### src/bga_pkg.sv
// Overview of operation
// grant acknowledge only after the bus grant input is seen low.
// address strobe line must be deasserted before ownership is taken.
// both size acknowledge lines must be deasserted before ownership is taken.
// shared grant acknowledge line must be deasserted before driving it.
// host drives slave read/write select high to read, low to write.
// with bus mode select 1, drive both size acknowledges after an access.
// grant acknowledge is active low, released (not driven) while inactive.
// system drives bus grant low to offer mastership.
// all four ownership conditions are checked together in one cycle.
`default_nettype none
package bga_pkg;

    // ****************************************
    // states and timing
    // ****************************************
    typedef enum logic [3:0] {
        BGA_IDLE = 4'h1,
        BGA_WAIT = 4'h2,
        BGA_OWN  = 4'h4,
        BGA_REL  = 4'h8
    } bga_state_type;

    localparam int unsigned BGA_ACK_HOLD = 1;

    // ****************************************
    // carriers
    // ****************************************
    typedef struct packed {
        logic bus_grant_in_n;
        logic address_strobe_line_n;
        logic size_ack_low_n;
        logic size_ack_high_n;
        logic grant_acknowledge_n;
    } bga_bus_in_type;

    typedef struct packed {
        logic o;
        logic oe;
    } bga_pin_type;

endpackage : bga_pkg
`default_nettype wire

### src/bga_slave_ack.sv
`timescale 1ns/1ps
`default_nettype none
module bga_slave_ack
    import bga_pkg::*;
(
    input  wire logic        clock_i,
    input  wire logic        rstn_i,
    input  wire logic        bus_mode_select_i,
    input  wire logic        access_done_i,
    input  wire logic        slave_rw_select_i,
    output var bga_pin_type  size_ack_low_o,
    output var bga_pin_type  size_ack_high_o,
    output logic             last_read_o
);
    logic ack_q;
    logic ack_d;
    logic rd_q;

    // ack after access
    assign ack_d = bus_mode_select_i & access_done_i & ~ack_q;

    always_ff @(posedge clock_i) begin
        if (!rstn_i) begin
            ack_q <= 1'b0;
            rd_q  <= 1'b0;
        end else begin
            ack_q <= ack_d;
            // direction latched
            if (access_done_i) begin
                rd_q <= slave_rw_select_i;
            end
        end
    end

    assign size_ack_low_o  = '{o: 1'b0, oe: ack_q};
    assign size_ack_high_o = '{o: 1'b0, oe: ack_q};
    assign last_read_o     = rd_q;

    // ****************************************
    // checks
    // ****************************************
    property p_ack_mode;
        @(posedge clock_i) disable iff (!rstn_i)
        (bus_mode_select_i && access_done_i && !ack_q) |=> size_ack_low_o.oe;
    endproperty
    a_ack_mode: assert property (p_ack_mode) else $error("ack missing");
    property p_ack_off;
        @(posedge clock_i) disable iff (!rstn_i)
        !$past(bus_mode_select_i) |-> !size_ack_high_o.oe;
    endproperty
    a_ack_off: assert property (p_ack_off) else $error("ack outside mode");
    c_ack: cover property (@(posedge clock_i) size_ack_low_o.oe);
endmodule // bga_slave_ack
`default_nettype wire

### src/bga_grant.sv
`timescale 1ns/1ps
`default_nettype none
module bga_grant
    import bga_pkg::*;
(
    input  wire logic        clock_i,
    input  wire logic        rstn_i,
    input  wire bga_bus_in_type bus_i,
    input  wire logic        want_bus_i,
    input  wire logic        bus_mode_select_i,
    input  wire logic        access_done_i,
    input  wire logic        slave_rw_select_i,
    output var bga_pin_type  grant_acknowledge_o,
    output var bga_pin_type  size_ack_low_o,
    output var bga_pin_type  size_ack_high_o,
    output logic             owner_o,
    output logic             last_read_o
);
    // ****************************************
    // ownership conditions
    // ****************************************
    bga_state_type state_q;
    bga_state_type state_d;
    logic          grant_seen;
    logic          strobe_free;
    logic          slave_free;
    logic          ack_free;
    logic          all_free;
    logic          in_idle;
    logic          in_wait;
    logic          in_own;
    logic          in_rel;
    logic          take_bus;

    // R8: grant low
    assign grant_seen  = ~bus_i.bus_grant_in_n;
    // strobe released
    assign strobe_free = bus_i.address_strobe_line_n;
    // slave off bus
    assign slave_free  = bus_i.size_ack_low_n & bus_i.size_ack_high_n;
    // prior master gone
    assign ack_free    = bus_i.grant_acknowledge_n;
    // all together
    assign all_free    = grant_seen & strobe_free & slave_free & ack_free;

    // ****************************************
    // state decode
    // ****************************************
    // one compare helper keeps the four decodes in_idle to in_rel alike
    function automatic logic bga_is(input bga_state_type s, input bga_state_type t);
        return (s == t);
    endfunction

    assign in_idle  = bga_is(state_q, BGA_IDLE);
    assign in_wait  = bga_is(state_q, BGA_WAIT);
    assign in_own   = bga_is(state_q, BGA_OWN);
    assign in_rel   = bga_is(state_q, BGA_REL);
    // one cycle decides
    assign take_bus = in_wait & want_bus_i & all_free;

    always_comb begin
        state_d = state_q;
        case (state_q)
            BGA_IDLE: begin
                if (want_bus_i) begin
                    state_d = BGA_WAIT;
                end
            end
            BGA_WAIT: begin
                if (!want_bus_i) begin
                    state_d = BGA_IDLE;
                end else if (take_bus) begin
                    state_d = BGA_OWN;
                end
            end
            BGA_OWN: begin
                // hold until the job is over; grant may drop while owning
                if (!want_bus_i) begin
                    state_d = BGA_REL;
                end
            end
            BGA_REL: begin
                state_d = BGA_IDLE;
            end
            default: begin
                state_d = BGA_IDLE;
            end
        endcase
    end

    // ****************************************
    // state register
    // ****************************************
    // sync reset: pins released from the first reset edge
    always_ff @(posedge clock_i) begin
        if (!rstn_i) begin
            state_q <= BGA_IDLE;
        end else begin
            state_q <= state_d;
        end
    end

    // ****************************************
    // pin drive
    // ****************************************
    // low, else released
    assign grant_acknowledge_o = '{o: 1'b0, oe: in_own};
    assign owner_o             = in_own;

    // ****************************************
    // slave acknowledge
    // ****************************************
    // slave side runs apart from ownership
    bga_slave_ack u_ack (
        .clock_i           (clock_i),
        .rstn_i            (rstn_i),
        .bus_mode_select_i (bus_mode_select_i),
        .access_done_i     (access_done_i),
        .slave_rw_select_i (slave_rw_select_i),
        .size_ack_low_o    (size_ack_low_o),
        .size_ack_high_o   (size_ack_high_o),
        .last_read_o       (last_read_o)
    );

    // ****************************************
    // checks
    // ****************************************
    property p_need_grant;
        @(posedge clock_i) disable iff (!rstn_i)
        $rose(grant_acknowledge_o.oe) |-> $past(grant_seen);
    endproperty
    a_need_grant: assert property (p_need_grant) else $error("ack without grant");
    property p_need_strobe;
        @(posedge clock_i) disable iff (!rstn_i)
        $rose(grant_acknowledge_o.oe) |-> $past(strobe_free);
    endproperty
    a_need_strobe: assert property (p_need_strobe) else $error("strobe busy");
    property p_need_slave;
        @(posedge clock_i) disable iff (!rstn_i)
        $rose(grant_acknowledge_o.oe) |-> $past(slave_free);
    endproperty
    a_need_slave: assert property (p_need_slave) else $error("slave on bus");
    property p_need_ack;
        @(posedge clock_i) disable iff (!rstn_i)
        $rose(grant_acknowledge_o.oe) |-> $past(ack_free);
    endproperty
    a_need_ack: assert property (p_need_ack) else $error("other master on bus");
    property p_take;
        @(posedge clock_i) disable iff (!rstn_i)
        (state_q == BGA_WAIT && want_bus_i && all_free) |=> grant_acknowledge_o.oe;
    endproperty
    a_take: assert property (p_take) else $error("bus not taken");
    property p_release;
        @(posedge clock_i) disable iff (!rstn_i)
        (owner_o && !want_bus_i) |=> !grant_acknowledge_o.oe [*2];
    endproperty
    a_release: assert property (p_release) else $error("ack not released");
    property p_low;
        @(posedge clock_i) disable iff (!rstn_i)
        grant_acknowledge_o.oe |-> !grant_acknowledge_o.o;
    endproperty
    a_low: assert property (p_low) else $error("ack driven high");

    // per-condition blocking while waiting
    property p_block_grant;
        @(posedge clock_i) disable iff (!rstn_i)
        (in_wait && !grant_seen) |=> !grant_acknowledge_o.oe;
    endproperty
    a_block_grant: assert property (p_block_grant) else $error("taken without grant");

    property p_block_strobe;
        @(posedge clock_i) disable iff (!rstn_i)
        (in_wait && !strobe_free) |=> !grant_acknowledge_o.oe;
    endproperty
    a_block_strobe: assert property (p_block_strobe) else $error("taken while strobe busy");

    property p_block_slave;
        @(posedge clock_i) disable iff (!rstn_i)
        (in_wait && !slave_free) |=> !grant_acknowledge_o.oe;
    endproperty
    a_block_slave: assert property (p_block_slave) else $error("taken while slave on bus");

    property p_block_ack;
        @(posedge clock_i) disable iff (!rstn_i)
        (in_wait && !ack_free) |=> !grant_acknowledge_o.oe;
    endproperty
    a_block_ack: assert property (p_block_ack) else $error("taken while master on bus");

    // no interlock: a grant withdrawn while owning is not seen
    property p_hold;
        @(posedge clock_i) disable iff (!rstn_i)
        (in_own && want_bus_i) |=> grant_acknowledge_o.oe;
    endproperty
    a_hold: assert property (p_hold) else $error("ownership dropped early");

    property p_start_wait;
        @(posedge clock_i) disable iff (!rstn_i)
        (in_idle && want_bus_i) |=> in_wait && !grant_acknowledge_o.oe;
    endproperty
    a_start_wait: assert property (p_start_wait) else $error("bus taken unchecked");

    property p_onehot;
        @(posedge clock_i) disable iff (!rstn_i)
        $onehot(state_q);
    endproperty
    a_onehot: assert property (p_onehot) else $error("state not one-hot");

    property p_rel_once;
        @(posedge clock_i) disable iff (!rstn_i)
        in_rel |=> in_idle && !grant_acknowledge_o.oe;
    endproperty
    a_rel_once: assert property (p_rel_once) else $error("release not finished");

    property p_wait_leave;
        @(posedge clock_i) disable iff (!rstn_i)
        (in_wait && !want_bus_i) |=> in_idle && !grant_acknowledge_o.oe;
    endproperty
    a_wait_leave: assert property (p_wait_leave) else $error("request not dropped");

    property p_own_past;
        @(posedge clock_i) disable iff (!rstn_i)
        $rose(owner_o) |-> $past(in_wait) && $past(want_bus_i);
    endproperty
    a_own_past: assert property (p_own_past) else $error("owned without wait");
    c_own: cover property (@(posedge clock_i) $rose(owner_o));
    c_wait: cover property (@(posedge clock_i) state_q == BGA_WAIT && !all_free);
    c_rel: cover property (@(posedge clock_i) state_q == BGA_REL);
    c_give_up: cover property (@(posedge clock_i) in_wait && !want_bus_i);
endmodule // bga_grant
`default_nettype wire

### config.mk
export PLATFORM = sky130hd
export DESIGN_NAME = bga_grant
export DESIGN_NICKNAME = d
export VERILOG_FILES = /design/src/bga_pkg.sv /design/src/bga_slave_ack.sv /design/src/bga_grant.sv
export SDC_FILE = /design/constraint.sdc
export NUM_CORES = 1
export LEC_CHECK = 0
export ABC_CLOCK_PERIOD_IN_PS = 1400
export BUFFER_PORTS_ARGS = -buffer_cell sky130_fd_sc_hd__buf_4
export CORE_AREA = 10 10 47 49
export DETAILED_ROUTE_END_ITERATION = 8
export DIE_AREA = 0 0 57 59
export SETUP_SLACK_MARGIN = 0.05
export SLEW_MARGIN = 20
export SYNTH_ARGS = -nofsm -noshare
export SYNTH_HDL_FRONTEND = slang
export SYNTH_SLANG_ARGS = --single-unit
### constraint.sdc
create_clock -name clock_i -period 1.4 [get_ports clock_i]
set_input_delay 0.07 -clock clock_i [delete_from_list [all_inputs] [get_ports clock_i]]
set_output_delay 0.07 -clock clock_i [all_outputs]
set_load 0.01 [all_outputs]
# Yosys cells after proc, flatten, opt, wreduce, memory -nomap -nowiden
# Index checks and enable logic that the tools add are counted.
# op_classes
n_eq_ne	6
n_mux	5
bitwise_logic	10
reduce_logical	1
# ops
op	count
two-way mux 4 bit	4
one-hot mux 4 bit (3 select lines)	1
AND 1 bit	8
equality test 4 x 1 -> 1 bit (second input constant)	1
equality test 4 x 2 -> 1 bit (second input constant)	1
equality test 4 x 3 -> 1 bit (second input constant)	1
inequality test 2 bit (second input constant)	2
inequality test 3 x 2 -> 1 bit (second input constant)	1
AND reduction 3 bit	1
NOT 1 bit	2
# word_totals
regBits	6
input_bits	11
elab_cells	25

# Logic depth before layout (Yosys ltp)
# Gate-level depths: netlist of the first run.
# logic_depth
depth_word	8
ltp_mapped	4
depth_no_buf	4

# Modules after synthesis
# Synthesis of the first run repeated with hierarchy kept, for this count alone.
# hier_totals
hier_cells	37
area_unflattened_um2	331.6
# by_module_without_submodules
module	n_inst	cells_per_inst	area_per_inst_um2	seq_area_each_um2
bga_grant	1	27	230.2	80.1
bga_slave_ack	1	10	101.3	40.0

# Worst setup path after synthesis of the first run
# Ideal clock, no wire load.
# synth_timing
path_type	register to register
startpoint	reg state_q[2]
endpoint	reg state_q[3]
setup_time_ps	60
arrival_ps	1047
required_ps	1340
slack_ps	293
path_stages_with_launch	3
path_buffers	0
path_cell_list	dfxtp_1 nor4b_2 and3_2
# synth_lines
element	line	source
start: declaration	bga_grant.sv:22	bga_state_type state_q;
start signal: assignment	bga_grant.sv:99	state_q <= state_d;
equality test 4 x 3 -> 1 bit *	-	
via owner_o	bga_grant.sv:16	output logic owner_o,
inequality test 2 bit (no source line)	-	
AND reduction 3 bit (no source line)	-	
# The timed path passes the listed nets; every way through them passes the cells marked *.
# A chain may end at the register's enable or synchronous reset.

# Worst setup path after layout of the first run
# layout_timing
startpoint	reg state_q[2]
endpoint	out owner_o
# layout_via
elab_chain_cells	1
# layout_rtl
element	line	source
equality test 4 x 3 -> 1 bit	bga_grant.sv:51	return (s == t);
end: declaration	bga_grant.sv:16	
# Every way passes these cells.

==> results.json, run 1 <==
{
  "die-height_um": 59,
  "met3_length_um": 14,
  "io_buffers": 15,
  "drive_above_1_share_pct": 47.1,
  "rows": 14,
  "grt_use_total_pct": 5.06,
  "drv_slew": 0,
  "static-leakage-power_nw": 0.218,
  "grt_max_degree": 7,
  "insertion_delay_ns": 0.24,
  "finalCritPeriodShare_pct": 93.9,
  "met2_length_um": 446,
  "syn2layout_area_growth_pct": 35.1,
  "power_density_nw_per_um2": 913,
  "worst-path-buf-inv": 1,
  "cts-root-buf": "clkbuf_4",
  "grt_pass1_vias": 305,
  "avgSynthCellArea_um2": 9.16,
  "initial_core_util_pct": 24.2,
  "synthTopCellsByArea": "dfxtp_1 35%, buf_4 13%, nor4b_2 4.4%, nor3b_2 3.7%, nor4_2 3.7%",
  "fin_tns_setup_ns": 0,
  "power_frac_seq_pct": 45.2,
  "hpwl_um": 667,
  "outcome": "complete, no violations",
  "p_sw_share_pct": 24.5,
  "synth_top_area_share_pct": 35.4,
  "clk_pin_slew_worst_paths_ns": 0.05,
  "io_pins": 19,
  "clock-sinks": 6,
  "crit_path_top_delay_cell": "dfxtp_1",
  "finalWorstSetupSlack_ns": 0.0854,
  "power_switching_mw": 0.102,
  "drtAntennaViolNets": 0,
  "worst_ep_required_time_ns": 1.33,
  "cts_buffers": 3,
  "place.gp.congestion": 0.747,
  "dr_total_vias": 289,
  "layout.nets": 64,
  "combPwrFrac_pct": 16.8,
  "drv_cap": 0,
  "cp_top_family": "flip-flops",
  "firstDrtPassIters": 3,
  "netlist_area_um2": 339,
  "yosys.area.top_type": "dfxtp_1",
  "skew_ns": 0.00415,
  "first_iter_violations": 2,
  "path_max_fanout": 6,
  "crit_path_cell_trace": "nor4b_2 > buf_4",
  "finalCriticalPeriod_ns": 1.31,
  "highest_layer": "met4",
  "max_stage_delay_ns": 0.42,
  "drt-total-wl_um": 800,
  "hold_class": "in -> reg",
  "yosys_warnings": 0,
  "drc_errors": 0,
  "cts_tree": "built",
  "ir_drop_mv": 0.231,
  "critical_path_class": "reg -> out",
  "hold_ws_ns": 0.0295,
  "antenna_found_initial": 0,
  "met1Wirelength_um": 312,
  "clkPwrFrac_pct": 38.0,
  "rsz0062_at_grt": "yes",
  "post-route-util_pct": 32.7,
  "crit_path_end_kind": "output pin",
  "wl_per_cell_um": 11.9,
  "place_ws_ns": 0.170,
  "ys_types": 22,
  "ys_ff_latch": 6,
  "max_freq_mhz": 761,
  "grt_pass1_wl_um": 1240,
  "die_w_um": 57,
  "hold_viol_final": 0,
  "ys_seq_area_share_pct": 35.4,
  "p_int_mw": 0.316,
  "h-tree-depth": 1,
  "die_area_um2": 3360,
  "post-cts-setup-buffers": 0,
  "overflow": 0,
  "coreArea_um2": 1400,
  "arrival_ns": 1.24,
  "cts_buffer_depth": 2,
  "finalSetupViolations": 0,
  "antenna_cells": 0,
  "critPathLaunchType": "register",
  "viasPerCell": 4.31,
  "synth_cells": 37
}
metrics by stage:
stage	std cells	instance area (um^2)	power (mW)
floorplan	39	347	0.235
global placement	64	434	0.262
detailed placement	64	434	0.262
CTS	67	457	0.426
global route	67	458	0.445
finish	67	458	0.418
cell usage after synthesis, drive strengths merged:
master,number
mux2i,1
nor4b,1
a31oi,1
buf,6
nand3b,1
inv,3
and3b,1
dfxtp,6
conb,1
a211oi,1
nand2b,1
o31ai,1
a21bo,1
and4b,1
nor3b,1
nor3,1
and3,1
nor2,3
nor4,1
nand2,2
o21ai,1
a21oi,1
placed cells by master, fill, tap and decap left out:
master and n:
o31ai_1 1, buf_4 15, o21ai_2 1, a211oi_1 1, conb_1 3, dfxtp_1 5, a31oi_1 1, a21bo_1 1
nor4b_2 1, nand2b_1 1, nand3b_1 1, mux2i_1 1, and4b_1 1, and3_2 1, nor3_1 1, dfxtp_2 1
a21oi_1 1, clkbuf_4 3, nor4_2 1, nor2_1 3, inv_1 3, nor3b_2 1, and3b_1 1, nand2_1 2
what timing repair did:
item,4_1_cts,5_1_grt
endpoints found under the setup margin,0,3
hold buffers,0,0
gates resized for setup,0,1
final timing paths:
check                    from           to  slack [ns]  cells past startpoint
hold reg to reg   u_ack.ack_q  u_ack.ack_q        0.44                      1
setup reg to reg   state_q[2]   state_q[2]        0.18                      4
hold / removal         rstn_i   state_q[0]        0.03                      2
setup / recovery   state_q[2]      owner_o        0.09                      2
flip-flops by register name (all words and copies together), names as in the netlist:
| register | flops |
|---|---|
| state_q | 4 |
| u_ack.last_read_o | 1 |
| u_ack.ack_q | 1 |
kinds of logic after synthesis:
family	Yosys count	synth area share, %
mux	1	2.95
other cells	1	1.11
compound gates	6	13.3
simple gates	14	30.6
flops	6	35.4
buf+inv	9	16.6
power by group through the flow:
| stage | sequential (mW) | combinational (mW) | clock [mW] |
|---|---|---|---|
| 4_1_cts | 0.188 | 0.0702 | 0.167 |
| 3_3_place_gp | 0.192 | 0.0706 | 0 |
| 5_1_grt | 0.190 | 0.0764 | 0.179 |
| 2_1_floorplan | 0.191 | 0.0437 | 0 |
| 3_5_place_dp | 0.192 | 0.0699 | 0 |
| 6_report | 0.189 | 0.0703 | 0.159 |
layer usage:
metal / vias up / track usage (%)
met4: 0 / 8.05
li1: 148 / -
met3: 2 / 1.50
met1: 132 / 4.17
met5: - / 0
met2: 7 / 7.91
layout make-up:
| class | count | area (um^2) |
|---|---|---|
| Sequential cell | 6 | 121 |
| Fill cell | 147 | 943 |
| Clock buffer | 3 | 22.5 |
| Multi-Input combinational cell | 24 | 170 |
| Inverter | 3 | 11.3 |
| Tap cell | 16 | 20.0 |
| Timing Repair Buffer | 15 | 113 |
worst register-to-register path: cells and delay by family (launching register included):
family | cells | cell delay, ns
AOI/OAI and AO/OA | 3 | 0.56
DFF | 1 | 0.36
and+or+nand+nor | 1 | 0.21
No activity file was read; power rests on OpenSTA's default activity.
==> run 2, diff against run 1 <==
--- a/config.mk
+++ b/config.mk
@@ -5,6 +5,7 @@
 export SDC_FILE = /design/constraint.sdc
 export NUM_CORES = 1
 export LEC_CHECK = 0
+export ABC_AREA = 1
 export ABC_CLOCK_PERIOD_IN_PS = 1400
 export BUFFER_PORTS_ARGS = -buffer_cell sky130_fd_sc_hd__buf_4
 export CORE_AREA = 10 10 47 49
==> run 2 against run 1 <==
Against the previous run:
- power is 12% higher
- routed wire length is 5.1% higher
- highest routed layer unchanged
- sequential power is 4% higher
- first-iteration DRC count is 50% lower
- clock skew is 0.0066 ns higher
- critical endpoint unchanged
- non-clock buffer count stayed put
- worst hold slack worse by 0.016 ns
- critical path type unchanged
==> results.json, run 2 <==
{
  "die-height_um": 59,
  "fin_tns_setup_ns": 0,
  "largest_reg_flops": 4,
  "gr-usage-met2_pct": 8.99,
  "design_area_um2": 492,
  "busiest_layer": "met2",
  "cts_buffer_depth": 2,
  "syn2layout_area_growth_pct": 31.4,
  "synth-edff-count": 0,
  "clock-sinks": 6,
  "synth_top_area_share_pct": 32.1,
  "synth-async-reset-ratio_pct": 0,
  "crit_path_end_kind": "output pin",
  "final_common_cell": "buf_4",
  "drive_above_1_share_pct": 39.4,
  "power_mw": 0.467,
  "insertion_delay_ns": 0.25,
  "power_density_nw_per_um2": 949,
  "ir_drop_mv": 0.454,
  "r2r_slack_ns": 0.44,
  "cts-root-buf": "clkbuf_4",
  "ys.flop_type": "dfxtp_1",
  "rsz0062_at_grt": "no",
  "fillCellCount": 161,
  "antenna_cells": 0,
  "numPlacedInstances": 84,
  "drc_errors": 0,
  "coreArea_um2": 1400,
  "path_max_fanout": 4,
  "yosys_warnings": 0,
  "yosysMostFrequentCell": "nand2_1",
  "rows": 14,
  "overflow": 0,
  "synthTopCellsByArea": "dfxtp_1 32%, buf_4 12%, nand2_1 10%, inv_1 8.0%, nor2_2 6.7%",
  "finalCriticalPeriod_ns": 1.08,
  "firstDrtPassIters": 2,
  "synth_cells": 57,
  "ys_seq_area_share_pct": 32.1,
  "critPathLaunchType": "register",
  "place.gp.congestion": 0.818,
  "die_area_um2": 3360,
  "outcome": "complete, no violations",
  "grt_pass1_vias": 351,
  "drv_slew": 0,
  "io_pins": 19,
  "avgSynthCellArea_um2": 6.56,
  "first_iter_violations": 1,
  "regMostFlops": "state_q",
  "drv_cap": 0,
  "ys_ff_latch": 6,
  "io_buffers": 15,
  "placed_cell_area_um2": 469,
  "max_freq_mhz": 924,
  "static-leakage-power_nw": 0.264,
  "wl_per_cell_um": 9.67,
  "drt-total-wl_um": 841,
  "final-instance-count-excl-fill": 87,
  "hold_viol_final": 0,
  "cts_buffers": 3,
  "seqCellArea_um2": 120,
  "dr_total_vias": 360,
  "critical_path_class": "reg -> out",
  "grt_max_degree": 5,
  "cts_tree": "built",
  "post-cts-setup-buffers": 0,
  "die_w_um": 57,
  "netlist_area_um2": 374,
  "viasPerCell": 4.14,
  "use_met1_pct": 4.52,
  "drtAntennaViolNets": 0,
  "post-route-util_pct": 35.1,
  "hold_buffers": 0,
  "initial_core_util_pct": 26.7,
  "finalSetupViolations": 0,
  "skew_ns": 0.0107,
  "arrival_ns": 1.01,
  "cts_resized": 0,
  "antenna_found_initial": 0,
  "hold_class": "in -> reg",
  "worst_ep_required_time_ns": 1.33,
  "grt_use_total_pct": 5.19,
  "clk_pin_slew_worst_paths_ns": 0.05,
  "gr-usage-met3_pct": 3.22,
  "grt_pass1_wl_um": 1380,
  "ys_types": 15,
  "multi_input_area_um2": 175,
  "synth_common_cells": "10 x nand2_1, 8 x inv_1, 6 x buf_4, 6 x dfxtp_1, 6 x nor2_1",
  "layout.nets": 84,
  "h-tree-depth": 1,
  "finalCritPeriodShare_pct": 77.3,
  "yosys.area.top_type": "dfxtp_1",
  "mostFrequentLayoutCells": "15 x buf_4, 10 x nand2_1, 8 x inv_1",
  "hpwl_um": 753
}
==> run 2: cell types whose count changed after synthesis, moves of 2 or more <==
cell / change
nor2_1: +3
nand2_1: +8
nand3_2: +2
inv_1: +5
inv_2: +3
nand3_1: +4
nor2_2: +4
nand4_1: +2
==> run 2: cell type report <==
type | instances | share of cell area [%]
Multi-Input combinational cell | 36 | 35.6
Timing Repair Buffer | 15 | 22.9
Clock buffer | 3 | 4.58
Tap cell | 16 | 4.07
Sequential cell | 6 | 24.4
Inverter | 11 | 8.40
==> run 2: final timing paths <==
check	from	endpoint	cells after the start
setup reg to reg	state_q[2]	state_q[1]	7
hold / removal	access_done_i	u_ack.last_read_o	2
hold reg to reg	u_ack.ack_q	u_ack.ack_q	1
setup / recovery	state_q[2]	owner_o	5
==> run 2: critical path, cell delays in order (launching register included) <==
cell	delay, ns
dfxtp_1	0.34
inv_2	0.04
nor2_2	0.09
nand2_1	0.09
inv_2	0.09
buf_4	0.12
==> run 2: per-stage QoR <==
step | setup slack (ns) | hold slack [ns]
after CTS | 0.296 | 0.00963
after global placement | 0.425 | 0.272
final | 0.317 | 0.0132
after global routing | 0.248 | 0.0205
after detailed placement | 0.442 | 0.273
after floorplan | 0.527 | 0.157
==> run 2: cells by family after synthesis <==
group,synth area share (%)
flops,32.1
simple gates,39.8
other cells,1.00
buf+inv,23.1
compound gates,4.01
==> run 2: power by group <==
group / total [mW] / switching [mW] / internal [mW] / leakage (nW)
combinational: 0.113 / 0.0611 / 0.0514 / 0.201
clock: 0.158 / 0.0615 / 0.0969 / 0.0138
sequential: 0.196 / 0.00992 / 0.186 / 0.0493
total: 0.467 / 0.133 / 0.334 / 0.264
==> run 2: per-layer routing <==
layer | routed length (um) | part of all wire, %
met1 | 327 | 39
met2 | 444 | 53
met3 | 61 | 7.3
met4 | 7 | 0.83
met5 | 0 | 0
==> run 3, diff against run 2 <==
--- a/config.mk
+++ b/config.mk
@@ -5,8 +5,8 @@
 export SDC_FILE = /design/constraint.sdc
 export NUM_CORES = 1
 export LEC_CHECK = 0
-export ABC_AREA = 1
-export ABC_CLOCK_PERIOD_IN_PS = 1400
+export ABC_AREA = 0
+export ABC_CLOCK_PERIOD_IN_PS = 1000
 export BUFFER_PORTS_ARGS = -buffer_cell sky130_fd_sc_hd__buf_4
 export CORE_AREA = 10 10 47 49
 export DETAILED_ROUTE_END_ITERATION = 8
==> constraint.sdc (replaced) <==
create_clock -name clock_i -period 1 [get_ports clock_i]
set_input_delay 0.05 -clock clock_i [delete_from_list [all_inputs] [get_ports clock_i]]
set_output_delay 0.05 -clock clock_i [all_outputs]
set_load 0.01 [all_outputs]
==> run 3 against run 2 <==
Against the previous run:
- setup slack worse by 0.52 ns
- non-clock buffer count grew 5
- critical path depth unchanged
- largest cell class unchanged
- utilization increased by 4.4 points
- first-iteration DRC count rose by 100%
- flip-flop and latch count stayed put
- largest power group unchanged
- cell count down 16%
- routed wire length is 13% higher
- sequential power increased by 38%
- die area did not move
- clock power up 61%
- critical endpoint is now state_q[1]
- the flow now finishes with violations (setup timing)
==> results.json, run 3 (synthesis gave the netlist of run 1 again) <==
{
  "wl_per_cell_um": 13.0,
  "hold_class": "in -> reg",
  "dr_total_vias": 328,
  "die_w_um": 57,
  "ir_drop_mv": 0.779,
  "cts_tree": "built",
  "layout.nets": 69,
  "final_common_cell": "buf_4",
  "hpwl_um": 699,
  "insertion_delay_ns": 0.25,
  "critPathLaunchType": "register",
  "h-tree-depth": 1,
  "fillCellCount": 149,
  "rsz0062_at_grt": "yes",
  "cp_top_family": "compound AO/OA/AOI/OAI gates",
  "multi_input_area_um2": 208,
  "grt_pass1_vias": 337,
  "drive_above_1_share_pct": 59.6,
  "clock-sinks": 6,
  "drv_slew": 0,
  "drc_errors": 0,
  "drtAntennaViolNets": 0,
  "path_max_fanout": 3,
  "arrival_ns": 1.39,
  "rows": 14,
  "first_iter_violations": 2,
  "cts_buffers": 3,
  "die_area_um2": 3360,
  "syn2layout_area_growth_pct": 63.1,
  "hold_viol_final": 0,
  "violations": "setup timing",
  "die-height_um": 59,
  "io_pins": 19,
  "seqCellArea_um2": 128,
  "drt-total-wl_um": 947,
  "crit_path_cell_trace": "buf_6 > nand2b_4 > nor4_4 > a21bo_1 > a21oi_2",
  "max_stage_delay_ns": 0.32,
  "worst-path-buf-inv": 1,
  "finalSetupViolations": 6,
  "skew_ns": 0.00248,
  "coreArea_um2": 1400,
  "initial_core_util_pct": 24.2,
  "antenna_cells": 0,
  "io_buffers": 15,
  "outcome": "finished with violations",
  "static-leakage-power_nw": 0.248,
  "crit_path_end_kind": "register",
  "power_density_nw_per_um2": 1170,
  "finalWorstSetupSlack_ns": -0.204,
  "clk_pin_slew_worst_paths_ns": 0.05,
  "grt_max_degree": 7,
  "drv_cap": 0,
  "cts-root-buf": "clkbuf_4",
  "fin_tns_setup_ns": -0.821,
  "viasPerCell": 4.49,
  "firstDrtPassIters": 4,
  "finalCriticalPeriod_ns": 1.20,
  "grt_use_total_pct": 5.75,
  "regMostFlops": "state_q",
  "cts_buffer_depth": 2,
  "overflow": 0,
  "worst_ep_required_time_ns": 1.18,
  "place.gp.congestion": 0.790,
  "max_freq_mhz": 831,
  "crit_path_top_delay_cell": "dfxtp_2",
  "post-route-util_pct": 39.5,
  "largest_reg_flops": 4,
  "grt_pass1_wl_um": 1540,
  "critical_path_class": "reg -> reg",
  "finalCritPeriodShare_pct": 120,
  "antenna_found_initial": 0
}
run 3: cell type report:
type | count | share of cell area (%)
clock buffers | 4 | 4.75
multi-input cells | 24 | 37.6
flip-flops and latches | 6 | 23.1
inverters | 3 | 2.04
well taps | 16 | 3.62
repair buffers | 20 | 29.0
run 3: final timing paths:
check        slack [ns]  depth (start not counted)               from           endpoint
max               -0.20                          5         state_q[3]         state_q[1]
min reg2reg        0.45                          1        u_ack.ack_q        u_ack.ack_q
max reg2reg       -0.20                          5         state_q[3]         state_q[1]
min                0.04                          3  slave_rw_select_i  u_ack.last_read_o
run 3: stage by stage:
step	power (mW)	hold slack [ns]	cell area, um^2	std cells	setup slack [ns]
floorplan	0.343	0.120	378	39	-0.0301
global placement	0.380	0.253	473	65	-0.131
detailed placement	0.381	0.262	473	65	-0.116
CTS	0.638	0.0469	538	72	-0.219
global route	0.687	0.0409	553	73	-0.272
finish	0.647	0.0438	553	73	-0.204
run 3: what timing repair did:
item                       4_1_cts  5_1_grt
hold endpoints to repair         1        0
setup endpoints to repair        6        6
cloned                           0        0
buffers inserted                 2        1
pin swaps                        3        3
gates resized for setup          4        2
hold buffers                     1        0
run 3: layer usage:
metal | up-vias | part of all wire (%) | routed length [um] | track usage (%)
met2 | 14 | 55 | 517 | 8.99
li1 | 160 | - | - | -
met4 | 0 | 1.5 | 14 | 5.03
met1 | 152 | 36 | 337 | 5.59
met5 | - | 0 | 0 | 0
met3 | 2 | 8.2 | 78 | 2.79
run 3: power breakdown:
part / leakage, nW / total, mW / internal [mW] / switching [mW]
registers: 0.0505 / 0.271 / 0.253 / 0.0182
logic: 0.183 / 0.121 / 0.0666 / 0.0548
clock network: 0.0150 / 0.255 / 0.152 / 0.103
run 3: worst register-to-register path, stage by stage, from the launching register on:
cell	delay [ns]
dfxtp_2	0.32
buf_6	0.11
nand2b_4	0.13
nor4_4	0.19
a21bo_1	0.26
a21oi_2	0.12
